**src/gprc_pkg.sv**
```systemverilog
/*
 * Constants for the remote/local and output-mode controller of an
 * instrument bus port. Assumes one 200 MHz clock and an APB master.
 */
package gprc_pkg;
	// ********************************************************
	// Register map
	// ********************************************************
	localparam logic [7:0] OFS_CTRL = 8'h00;
	localparam logic [7:0] OFS_ADDR = 8'h04;
	localparam logic [7:0] OFS_STAT = 8'h08;
	localparam logic [7:0] OFS_CMD = 8'h0C;
	localparam logic [7:0] OFS_TXD = 8'h10;
	localparam logic [4:0] ADDR_MAX = 5'h1E;
	localparam logic [4:0] ADDR_RST = 5'h04;
	localparam logic [4:0] PLOT_RST = 5'h05;
	// CTRL bits.
	localparam int CTRL_SRQ_EN = 0;
	localparam int CTRL_EMUL = 1;
	// CMD bits: mode field, load strobe, update-now, clear error.
	localparam int CMD_MODE_LSB = 0;
	localparam int CMD_MODE_LD = 4;
	localparam int CMD_UPDATE_DATA_NOW_CMD = 5;
	localparam int CMD_ERR_CLR = 6;
	localparam int TXD_LAST = 8;
	localparam logic [7:0] CHR_CR = 8'h0D;
	localparam logic [7:0] CHR_LF = 8'h0A;
	// ********************************************************
	// Timing
	// ********************************************************
	localparam int CLK_PS = 5000;
	localparam int SELF_CHECK_NS = 10000;
	localparam int SELF_CHECK_CYC = (SELF_CHECK_NS * 1000 + CLK_PS - 1) / CLK_PS;
	typedef enum logic [2:0] {
		MODE_TRIG = 3'b000,
		MODE_CONT = 3'b001,
		MODE_PLOT = 3'b010,
		MODE_TEMP = 3'b011,
		MODE_STAT = 3'b100,
		MODE_SAPL = 3'b101
	} gprc_mode_e;
	typedef enum logic [1:0] {
		TX_IDLE = 2'b00,
		TX_DATA = 2'b01,
		TX_CR = 2'b10,
		TX_LF = 2'b11
	} gprc_tx_e;
endpackage

```
**src/gprc_top.sv**
```systemverilog
/*
 * Remote/local state, lockout, output-mode sequencing and output byte
 * stream for the bus port. Assumes an interface chip that decodes bus
 * addressing and commands into one-cycle pulses, and firmware that writes
 * measurement characters over APB. Non-volatile addresses arrive as inputs.
 */
// The implementer's own choices: the APB interface to the registers and the register addresses.
module gprc_top #(
	parameter int SELF_CHECK = gprc_pkg::SELF_CHECK_CYC
) (
	input wire logic pclk,
	input wire logic presetn,
	input wire logic [7:0] paddr,
	input wire logic psel,
	input wire logic penable,
	input wire logic pwrite,
	input wire logic [31:0] pwdata,
	output logic [31:0] prdata,
	output logic pready,
	output logic pslverr,
	input wire logic ren,
	input wire logic atn,
	input wire logic lads_evt,
	input wire logic unl_evt,
	input wire logic tads_evt,
	input wire logic unt_evt,
	input wire logic get_evt,
	input wire logic gtl_evt,
	input wire logic llo_evt,
	input wire logic rx_data_evt,
	input wire logic key_menu,
	input wire logic key_one,
	input wire logic key_two,
	input wire logic key_other,
	input wire logic meas_trig,
	input wire logic [4:0] nv_own_addr,
	input wire logic [4:0] nv_plot_addr,
	output logic [4:0] own_addr,
	output logic nv_write,
	output logic remote,
	output logic llo_lamp,
	output logic prompt,
	output logic emulation,
	output logic srq,
	output logic abort_act,
	output logic [7:0] out_byte,
	output logic out_valid,
	output logic out_eoi,
	input wire logic out_ready
);
	// ********************************************************
	// Power-up self check
	// ********************************************************
	logic [15:0] chk_cnt_q;
	logic [4:0] plot_addr_q;
	logic [7:0] tx_byte_q;
	logic ready_q, srq_en_q, remote_q, llo_q, listened_q, talked_q;
	logic tacs_q, armed_q, data_rdy_q, done_q, err_q, tx_last_q;
	gprc_pkg::gprc_mode_e mode_q, base_q;
	gprc_pkg::gprc_tx_e tx_q;
	logic wr_acc, rd_set, bus_ok, tacs_d, self_term;
	logic sapl_end, wr_cmd, wr_txd, tx_ok, tx_fin;
	// The bus side stays deaf until the check ends and the setup is restored.
	always_ff @(posedge pclk or negedge presetn) begin
		if (!presetn) begin
			chk_cnt_q <= 16'h0000;
			ready_q <= 1'b0;
		end else if (!ready_q) begin
			if (chk_cnt_q == 16'(SELF_CHECK - 1)) begin
				ready_q <= 1'b1;
			end
			chk_cnt_q <= chk_cnt_q + 16'h0001;
		end
	end
	// ********************************************************
	// APB slave
	// ********************************************************
	assign wr_acc = psel & penable & pready & pwrite;
	assign rd_set = psel & !penable;
	assign wr_cmd = wr_acc & (paddr == gprc_pkg::OFS_CMD);
	assign wr_txd = wr_acc & (paddr == gprc_pkg::OFS_TXD);

	// Answer is ready one cycle after setup, so every access has no wait state.
	always_ff @(posedge pclk or negedge presetn) begin
		if (!presetn) begin
			pready <= 1'b0;
			pslverr <= 1'b0;
			prdata <= 32'h00000000;
		end else begin
			pready <= rd_set;
			pslverr <= rd_set & (paddr > gprc_pkg::OFS_TXD | paddr[1:0] != 2'b00);
			if (rd_set) begin
				unique case (paddr)
					gprc_pkg::OFS_CTRL: prdata <= {30'h0, emulation, srq_en_q};
					gprc_pkg::OFS_ADDR: prdata <= {19'h0, plot_addr_q, 3'h0, own_addr};
					gprc_pkg::OFS_STAT: prdata <= {19'h0, tx_q, mode_q, err_q, done_q,
						data_rdy_q, armed_q, tacs_q, llo_q, prompt, remote_q};
					gprc_pkg::OFS_CMD: prdata <= {29'h0, base_q};
					default: prdata <= 32'h00000000;
				endcase
			end
		end
	end

	// Control bits; emulation always comes up off.
	always_ff @(posedge pclk or negedge presetn) begin
		if (!presetn) begin
			srq_en_q <= 1'b0;
			emulation <= 1'b0;
		end else if (wr_acc & (paddr == gprc_pkg::OFS_CTRL)) begin
			srq_en_q <= pwdata[gprc_pkg::CTRL_SRQ_EN];
			emulation <= pwdata[gprc_pkg::CTRL_EMUL];
		end
	end

	// Addresses load from the store after the check; out-of-range writes are
	// dropped so 31, which is not a bus address, is never written to the store.
	always_ff @(posedge pclk or negedge presetn) begin
		if (!presetn) begin
			own_addr <= gprc_pkg::ADDR_RST;
			plot_addr_q <= gprc_pkg::PLOT_RST;
			nv_write <= 1'b0;
		end else begin
			nv_write <= 1'b0;
			if (!ready_q && chk_cnt_q == 16'(SELF_CHECK - 1)) begin
				if (nv_own_addr <= gprc_pkg::ADDR_MAX) own_addr <= nv_own_addr;
				if (nv_plot_addr <= gprc_pkg::ADDR_MAX) plot_addr_q <= nv_plot_addr;
			end else if (wr_acc && paddr == gprc_pkg::OFS_ADDR &&
				pwdata[4:0] <= gprc_pkg::ADDR_MAX &&
				pwdata[12:8] <= gprc_pkg::ADDR_MAX) begin
				own_addr <= pwdata[4:0];
				plot_addr_q <= pwdata[12:8];
				nv_write <= 1'b1;
			end
		end
	end
	// ********************************************************
	// Remote, local and lockout
	// ********************************************************
	// Bus events count only after the check and outside the escape prompt.
	assign bus_ok = ready_q & !prompt;
	always_ff @(posedge pclk or negedge presetn) begin
		if (!presetn) begin
			remote_q <= 1'b0;
			prompt <= 1'b0;
		end else if (!ren) begin
			remote_q <= 1'b0;
			prompt <= 1'b0;
		end else if (prompt) begin
			if (key_one) begin
				remote_q <= 1'b0;
				prompt <= 1'b0;
			end else if (key_two) begin
				prompt <= 1'b0;
			end
		end else if (bus_ok & gtl_evt) begin
			remote_q <= 1'b0;
		end else if (bus_ok & lads_evt) begin
			remote_q <= 1'b1;
		end else if (remote_q & !llo_q & key_menu) begin
			prompt <= 1'b1;
		end
	end

	// Lockout lamp waits for the next address change or keystroke.
	always_ff @(posedge pclk or negedge presetn) begin
		if (!presetn) begin
			llo_q <= 1'b0;
			llo_lamp <= 1'b0;
		end else if (!ren) begin
			llo_q <= 1'b0;
			llo_lamp <= 1'b0;
		end else begin
			if (bus_ok & llo_evt & remote_q) llo_q <= 1'b1;
			if (llo_q & (lads_evt | unl_evt | tads_evt | unt_evt |
				key_menu | key_one | key_two | key_other)) begin
				llo_lamp <= 1'b1;
			end
		end
	end
	assign remote = remote_q;
	// ********************************************************
	// Addressed state and talker active
	// ********************************************************
	assign self_term = mode_q inside {gprc_pkg::MODE_PLOT, gprc_pkg::MODE_TEMP,
		gprc_pkg::MODE_STAT, gprc_pkg::MODE_SAPL};
	assign sapl_end = tx_fin & (mode_q == gprc_pkg::MODE_SAPL);
	assign tacs_d = talked_q & !atn & remote_q & !prompt;

	always_ff @(posedge pclk or negedge presetn) begin
		if (!presetn) begin
			listened_q <= 1'b0;
			talked_q <= 1'b0;
			tacs_q <= 1'b0;
		end else begin
			tacs_q <= tacs_d;
			if (bus_ok & lads_evt) listened_q <= 1'b1;
			else if (bus_ok & unl_evt) listened_q <= 1'b0;
			if ((bus_ok & unt_evt) | sapl_end | !remote_q) talked_q <= 1'b0;
			else if (bus_ok & tads_evt & remote_q) talked_q <= 1'b1;
		end
	end
	// ********************************************************
	// Output mode and trigger reset
	// ********************************************************
	// Untalk falls back to the last of trigger-reset or continuous.
	always_ff @(posedge pclk or negedge presetn) begin
		if (!presetn) begin
			mode_q <= gprc_pkg::MODE_TRIG;
			base_q <= gprc_pkg::MODE_TRIG;
			done_q <= 1'b0;
		end else if ((bus_ok & unt_evt) | sapl_end) begin
			mode_q <= base_q;
			done_q <= 1'b0;
		end else if (wr_cmd & remote_q & pwdata[gprc_pkg::CMD_MODE_LD] &
			pwdata[2:0] <= 3'b101) begin
			mode_q <= gprc_pkg::gprc_mode_e'(pwdata[2:0]);
			if (pwdata[2:1] == 2'b00) base_q <= gprc_pkg::gprc_mode_e'(pwdata[2:0]);
			done_q <= 1'b0;
		end else if (tx_fin & self_term) begin
			done_q <= 1'b1;
		end
	end

	// Arm on a trigger reset; continuous mode arms on entering talk.
	always_ff @(posedge pclk or negedge presetn) begin
		if (!presetn) begin
			armed_q <= 1'b0;
			data_rdy_q <= 1'b0;
			abort_act <= 1'b0;
		end else begin
			abort_act <= armed_q & ((bus_ok & unt_evt) | wr_cmd);
			if (armed_q & ((bus_ok & unt_evt) | (wr_cmd & !pwdata[gprc_pkg::CMD_UPDATE_DATA_NOW_CMD]))) begin
				armed_q <= 1'b0;
			end else if (wr_cmd & remote_q & pwdata[gprc_pkg::CMD_UPDATE_DATA_NOW_CMD]) begin
				armed_q <= 1'b0;
				data_rdy_q <= 1'b1;
			end else if (bus_ok & get_evt & listened_q & remote_q) begin
				armed_q <= 1'b1;
				data_rdy_q <= 1'b0;
			end else if (tacs_d & !tacs_q & mode_q == gprc_pkg::MODE_CONT) begin
				armed_q <= 1'b1;
			end else if (armed_q & meas_trig) begin
				armed_q <= mode_q == gprc_pkg::MODE_CONT;
				data_rdy_q <= 1'b1;
			end else if (tx_fin & !self_term) begin
				data_rdy_q <= 1'b0;
			end
		end
	end
	// ********************************************************
	// Error and service request
	// ********************************************************
	// A new error outranks a clear written in the same cycle.
	always_ff @(posedge pclk or negedge presetn) begin
		if (!presetn) begin
			err_q <= 1'b0;
		end else if (bus_ok & !remote_q & (listened_q | talked_q) &
			(get_evt | rx_data_evt)) begin
			err_q <= 1'b1;
		end else if (wr_cmd & pwdata[gprc_pkg::CMD_ERR_CLR]) begin
			err_q <= 1'b0;
		end
	end

	// Talker active clears a pending request, even if one arrives with it.
	always_ff @(posedge pclk or negedge presetn) begin
		if (!presetn) begin
			srq <= 1'b0;
		end else if (!srq_en_q | tacs_q) begin
			srq <= 1'b0;
		end else if ((armed_q & meas_trig) |
			(wr_cmd & remote_q & pwdata[gprc_pkg::CMD_UPDATE_DATA_NOW_CMD]) |
			(bus_ok & !remote_q & (listened_q | talked_q) & (get_evt | rx_data_evt))) begin
			srq <= 1'b1;
		end
	end
	// ********************************************************
	// Output byte stream
	// ********************************************************
	// Firmware may hand over a byte only when the mode permits sending.
	assign tx_ok = tacs_q & remote_q & !done_q &
		(self_term | data_rdy_q);
	assign tx_fin = (tx_q == gprc_pkg::TX_LF) & out_ready;

	always_ff @(posedge pclk or negedge presetn) begin
		if (!presetn) begin
			tx_q <= gprc_pkg::TX_IDLE;
			tx_byte_q <= 8'h00;
			tx_last_q <= 1'b0;
		end else begin
			unique case (tx_q)
				gprc_pkg::TX_IDLE: if (wr_txd & tx_ok) begin
					tx_byte_q <= pwdata[7:0];
					tx_last_q <= pwdata[gprc_pkg::TXD_LAST];
					tx_q <= gprc_pkg::TX_DATA;
				end
				gprc_pkg::TX_DATA: if (!tacs_q) begin
					tx_q <= gprc_pkg::TX_IDLE;
				end else if (out_ready) begin
					tx_q <= tx_last_q ? gprc_pkg::TX_CR : gprc_pkg::TX_IDLE;
				end
				gprc_pkg::TX_CR: if (!tacs_q) begin
					tx_q <= gprc_pkg::TX_IDLE;
				end else if (out_ready) begin
					tx_q <= gprc_pkg::TX_LF;
				end
				gprc_pkg::TX_LF: if (out_ready | !tacs_q) begin
					tx_q <= gprc_pkg::TX_IDLE;
				end
			endcase
		end
	end

	// Byte, strobe and EOI are registered from the next state.
	always_ff @(posedge pclk or negedge presetn) begin
		if (!presetn) begin
			out_byte <= 8'h00;
			out_valid <= 1'b0;
			out_eoi <= 1'b0;
		end else begin
			out_valid <= 1'b0;
			out_eoi <= 1'b0;
			if (tx_q == gprc_pkg::TX_IDLE & wr_txd & tx_ok) begin
				out_byte <= pwdata[7:0];
				out_valid <= 1'b1;
			end else if (tx_q == gprc_pkg::TX_DATA & tacs_q) begin
				out_valid <= !out_ready | tx_last_q;
				if (out_ready & tx_last_q) out_byte <= gprc_pkg::CHR_CR;
			end else if (tx_q == gprc_pkg::TX_CR & tacs_q) begin
				out_valid <= 1'b1;
				if (out_ready) begin
					out_byte <= gprc_pkg::CHR_LF;
					out_eoi <= 1'b1;
				end
			end else if (tx_q == gprc_pkg::TX_LF & tacs_q & !out_ready) begin
				out_valid <= 1'b1;
				out_eoi <= 1'b1;
			end
		end
	end
	// ********************************************************
	// Checks
	// ********************************************************
	ren_drop_a: assert property (@(posedge pclk) disable iff (!presetn)
		!ren |=> !remote_q) else $error("remote held without REN");
	enter_remote_a: assert property (@(posedge pclk) disable iff (!presetn)
		ren & bus_ok & lads_evt & !gtl_evt |=> remote_q) else $error("listen with REN not remote");
	gtl_local_a: assert property (@(posedge pclk) disable iff (!presetn)
		ren & bus_ok & gtl_evt |=> !remote_q) else $error("GTL ignored");
	no_talk_local_a: assert property (@(posedge pclk) disable iff (!presetn)
		!remote_q |=> !out_valid || $past(tx_q) != gprc_pkg::TX_IDLE) else $error("sourced in local");
	lockout_esc_a: assert property (@(posedge pclk) disable iff (!presetn)
		llo_q & !prompt |=> !prompt) else $error("escape under lockout");
	lamp_late_a: assert property (@(posedge pclk) disable iff (!presetn)
		$rose(llo_q) |-> !llo_lamp) else $error("lamp lit at once");
	prompt_one_a: assert property (@(posedge pclk) disable iff (!presetn)
		ren & prompt & key_one |=> !remote_q & !prompt) else $error("key one not local");
	srq_clear_a: assert property (@(posedge pclk) disable iff (!presetn)
		tacs_q |=> !srq) else $error("srq kept in talk");
	crlf_eoi_a: assert property (@(posedge pclk) disable iff (!presetn)
		out_eoi |-> out_valid & out_byte == gprc_pkg::CHR_LF) else $error("EOI not on LF");
	revert_a: assert property (@(posedge pclk) disable iff (!presetn)
		bus_ok & unt_evt |=> mode_q == $past(base_q)) else $error("no revert on untalk");
	addr_range_a: assert property (@(posedge pclk) disable iff (!presetn)
		##1 own_addr <= gprc_pkg::ADDR_MAX) else $error("address out of range");
	done_quiet_a: assert property (@(posedge pclk) disable iff (!presetn)
		done_q & tx_q == gprc_pkg::TX_IDLE |=> !out_valid) else $error("sent after completion");
endmodule

```
**config.mk**
```make
export PLATFORM = sky130hd
export DESIGN_NAME = gprc_top
export DESIGN_NICKNAME = d
export VERILOG_FILES = /design/src/gprc_pkg.sv /design/src/gprc_top.sv
export SDC_FILE = /design/constraint.sdc
export NUM_CORES = 1
export LEC_CHECK = 0
export BUFFER_PORTS_ARGS = -buffer_cell sky130_fd_sc_hd__buf_2
export CAP_MARGIN = 0
export CORE_ASPECT_RATIO = 0.6
export CORE_MARGIN = 8
export CORE_UTILIZATION = 51
export CTS_CLUSTER_SIZE = 28
export DETAILED_ROUTE_END_ITERATION = 12
export PLACE_DENSITY = 0.84
export SYNTH_ARGS = -nofsm -noshare
export SYNTH_HDL_FRONTEND = slang
export SYNTH_SLANG_ARGS = --single-unit
```
**constraint.sdc**
```tcl
create_clock -name pclk -period 2.3 [get_ports pclk]
set_input_delay 0.115 -clock pclk [delete_from_list [all_inputs] [get_ports pclk]]
set_output_delay 0.115 -clock pclk [all_outputs]
set_load 0.005 [all_outputs]
```
==> parameters.txt <==
Parameter                              Value

Worst setup path
  Worst r2r dst ... own_addr[3]$_DFFE_PN0P_
  Data arrival, critical path ... 2.38 ns
  Minimum setup slack among reg-to-reg paths ... 0.14 ns
  Max stage delay on crit path ... 0.43 ns
  Depth of the most critical reg-to-reg path ... 6
  Crit Path Class ... reg2reg
  CP required ... 2.52 ns
  Source of the worst register-to-register timing path ... chk_cnt_q[0]$_DFFE_PN0N_
  Critical path endpoint category ... flop
  Largest fanout on the critical path ... 5
  Critical path cell sequence ... ha_1, nor4bb_1, nand4_1, nor3_2, o21bai_1, o221a_2
  Master of the slowest instance on the critical path ... sky130_fd_sc_hd__nor3_2
  Critical path startpoint category ... flop

Routing
  Vias/cell ... 5.775
  Routed length per placed instance ... 18.84 µm
  DR pass1 iterations ... 5
  Via count of the routed design ... 3,344
  Aggregate routed wire length ... 10,910 µm
  Iter 0 DRT Violations ... 264
  Remaining antenna violation count ... 0
  DRC violation count after routing ... 0

Clock tree
  Worst-case clock buffer depth ... 2
  CTS clk-pin slew, worst paths ... 0.06 ns
  H-tree levels ... 3
  Root Buffer ... sky130_fd_sc_hd__clkbuf_16
  CTS tree ... done
  Number of CTS-inserted buffers ... 9
  Clock insertion delay at the later pin of the skew report ... 0.33 ns
  Postcts setup bufs ... 0
  Clk sinks ... 77

Status
  Run status ... completed

Synthesis
  Top-area cell type share of the netlist area ... 47.60%
  Post-Syn Area ... 3890 µm²
  Netlist cell types ... 53
  Number of instances in the synthesized netlist ... 375
  Synth area leaders ... sky130_fd_sc_hd__dfrtp_1 (48%), sky130_fd_sc_hd__buf_4 (3.7%), sky130_fd_sc_hd__nand2_1 (3.3%), sky130_fd_sc_hd__o221a_2 (2.9%), sky130_fd_sc_hd__nand3_1 (2.3%)
  Async set or reset register ratio after synthesis ... 100.0%
  Post-synthesis sequential area ratio ... 49.63%
  FF+latch count, synth ... 77
  Yosys synthesis warning count ... 0
  Top FF cell, synth ... sky130_fd_sc_hd__dfrtp_1
  Avg Inst Size Synth ... 10.37 µm²
  Post-synth EDFFs ... 0
  Dominant cell type by area after synthesis ... sky130_fd_sc_hd__dfrtp_1

Placed design
  Cell total after placement ... 559
  Final GP Congestion ... 0.9159
  Buffers on Ports ... 88
  Instance area at placement ... 4419 µm²
  Total half-perimeter wirelength after legalization and detailed placement ... 8455 µm

STA
  Highest achievable clock rate ... 463.2 MHz
  Final setup violating endpoints ... 0
  Clock tree skew after final layout ... 0.005706 ns
  Number of endpoints with negative hold slack in the final report ... 0
  Final critical delay including setup and external delays ... 2.159 ns
  Relative slew slack ... 62.02%
  Setup repair after global routing missed its margin ... true
  Period utilisation layout ... 93.86%
  Count of pins over their slew limit ... 0
  Worst-Margin Slew ... 0.5659 ns
  Aggregate negative setup slack ... 0 ns

Die
  Horizontal die dimension ... 128.8 µm
  Die Height ... 83.65 µm
  Core box area ... 7327 µm²
  Initial core utilization ... 53.09%
  Std cell rows ... 24
  Die ar. ... 10,770 µm²
  Ports placed on the boundary ... 127

Cells and area
  Multi-input gate area ... 1800 µm²
  Area delta synth->final ... 23.96%
  Share of post-route cells with drive strength above 1 ... 31.16%
  Highest-count cells in the layout ignoring fill and taps ... sky130_fd_sc_hd__buf_2 (87), sky130_fd_sc_hd__dfrtp_1 (74), sky130_fd_sc_hd__nand2_1 (34)
  Non-filler cells, final ... 579
  Antenna Diode Count ... 0
  Leading cell type in the layout, fill and taps excluded ... sky130_fd_sc_hd__buf_2
  Nets@finish ... 542
  Fill cell total of the finished layout ... 585
  Post-route design area ... 4822 µm²
  Area used by sequential logic in the layout ... 1931 µm²

Power
  Pwr per Cell Area ... 644.0 nW/µm²
  Power after layout ... 3.106 mW
  Worst voltage drop across the vdd grid ... 0.4873 mV
  Standby leakage power ... 2.372 nW

Global route
  Number of antenna violations at the first check in global routing ... 0
  Wire length of the first global-routing pass ... 17,770 µm
  Pin count of the biggest net entering global routing ... 78
  All-layer global routing usage ... 21.02%
  Gr ovfl total ... 0
  Via count of the first global-routing pass ... 3,454

Flow run
  Max capacitance violation total ... 0

Hold path
  Min-delay worst type ... in2reg
  Cell count of the worst hold path ... 3
  Source of the worst hold timing path ... pwdata[3]
  Min-Delay Endpoint ... out_byte[3]$_DFFE_PN0P_
sequential cells by signal, summed over array words and instances, names as in the netlist, 2 cells and up:
register / count
mode_q: 3
chk_cnt_q: 16
plot_addr_q: 5
base_q: 3
prdata: 13
out_byte: 8
own_addr: 5
tx_q: 2
layer usage:
layer	global-route usage, %	part of all wire [%]	vias up
met1	27.66	43	1615
met3	8.482	12	20
li1	-	-	1539
met2	30.94	44	170
met5	0	0	-
met4	6.151	1.5	0
layout make-up:
cell class	instances	area share, %
well taps	104	2.699
multi-input cells	270	37.34
repair buffers	104	12.14
clock buffers	13	5.812
clock inverters	3	1.349
inverters	8	0.6227
flip-flops and latches	77	40.04
stage by stage:
stage | hold WS, ns | utilization, % | worst slack, ns
after global placement | 0.1588 | 60.31 | 0.03221
after floorplan | -0.1806 | - | 0.1475
after global routing | 0.04544 | 65.81 | -0.02706
after CTS | 0.01680 | 65.64 | 0.08376
final | 0.02947 | 65.81 | 0.1413
after detailed placement | 0.1666 | 60.31 | -0.007068
kinds of logic after synthesis:
kind of cell	Yosys count	synth area share, %
AOI/OAI and AO/OA	88	17.08
xor gates and xnor gates	17	3.828
adders and majority gates	1	0.3216
buffers and inverters	46	6.272
DFF	77	49.63
muxes	10	3.570
other	1	0.09640
and+or+nand+nor	135	19.20
how the worst max path moves through the flow:
stage / from / endpoint / slack (ns) / cells past startpoint
2_1_floorplan: paddr[1] / mode_q[0]$_DFFE_PN0P_ / 0.15 / 5
3_3_place_gp: paddr[1] / mode_q[0]$_DFFE_PN0P_ / 0.03 / 6
3_5_place_dp: paddr[1] / mode_q[0]$_DFFE_PN0P_ / -0.007 / 6
4_1_cts: chk_cnt_q[0]$_DFFE_PN0N_ / plot_addr_q[1]$_DFFE_PN0P_ / 0.08 / 6
5_1_grt: chk_cnt_q[0]$_DFFE_PN0N_ / own_addr[3]$_DFFE_PN0P_ / -0.03 / 6
6_report: chk_cnt_q[0]$_DFFE_PN0N_ / own_addr[3]$_DFFE_PN0P_ / 0.14 / 6
critical path: cells and delay by family, from the launching register on:
kind	cells	cell delay [ns]
adder cells (fa/ha/maj)	1	0.25
flip-flops	1	0.39
AO/OA/AOI/OAI	2	0.29
AND/OR/NAND/NOR	3	1.11
cells in the mapped netlist, drive strengths merged (3+ instances only):
cell,number
a211oi,3
a21o,4
a21oi,6
a22o,9
a22oi,8
and3,8
and4,3
buf,19
clkbuf,19
dfrtp,74
dfstp,3
inv,8
mux2,8
nand2,34
nand2b,4
nand3,18
nand4,6
nor2,14
nor2b,13
nor3,10
nor3b,5
nor4,6
nor4bb,3
o21ai,16
o21bai,10
o221a,10
o31ai,7
xnor2,9
xor2,8
power breakdown:
group	internal, mW	switching [mW]	leakage (nW)
Clock	1.07	0.523	0.172
Sequential	1.36	0.00216	1.04
Combinational	0.0565	0.0983	1.16
Total	2.48	0.624	2.37
what timing repair did:
item | 4_1_cts | 5_1_grt
resized for setup | 1 | 2
endpoints found under the setup margin | 1 | 10
hold endpoints to repair | 77 | 0
hold buffers | 4 | 0
No activity file was read; power rests on OpenSTA's default activity.
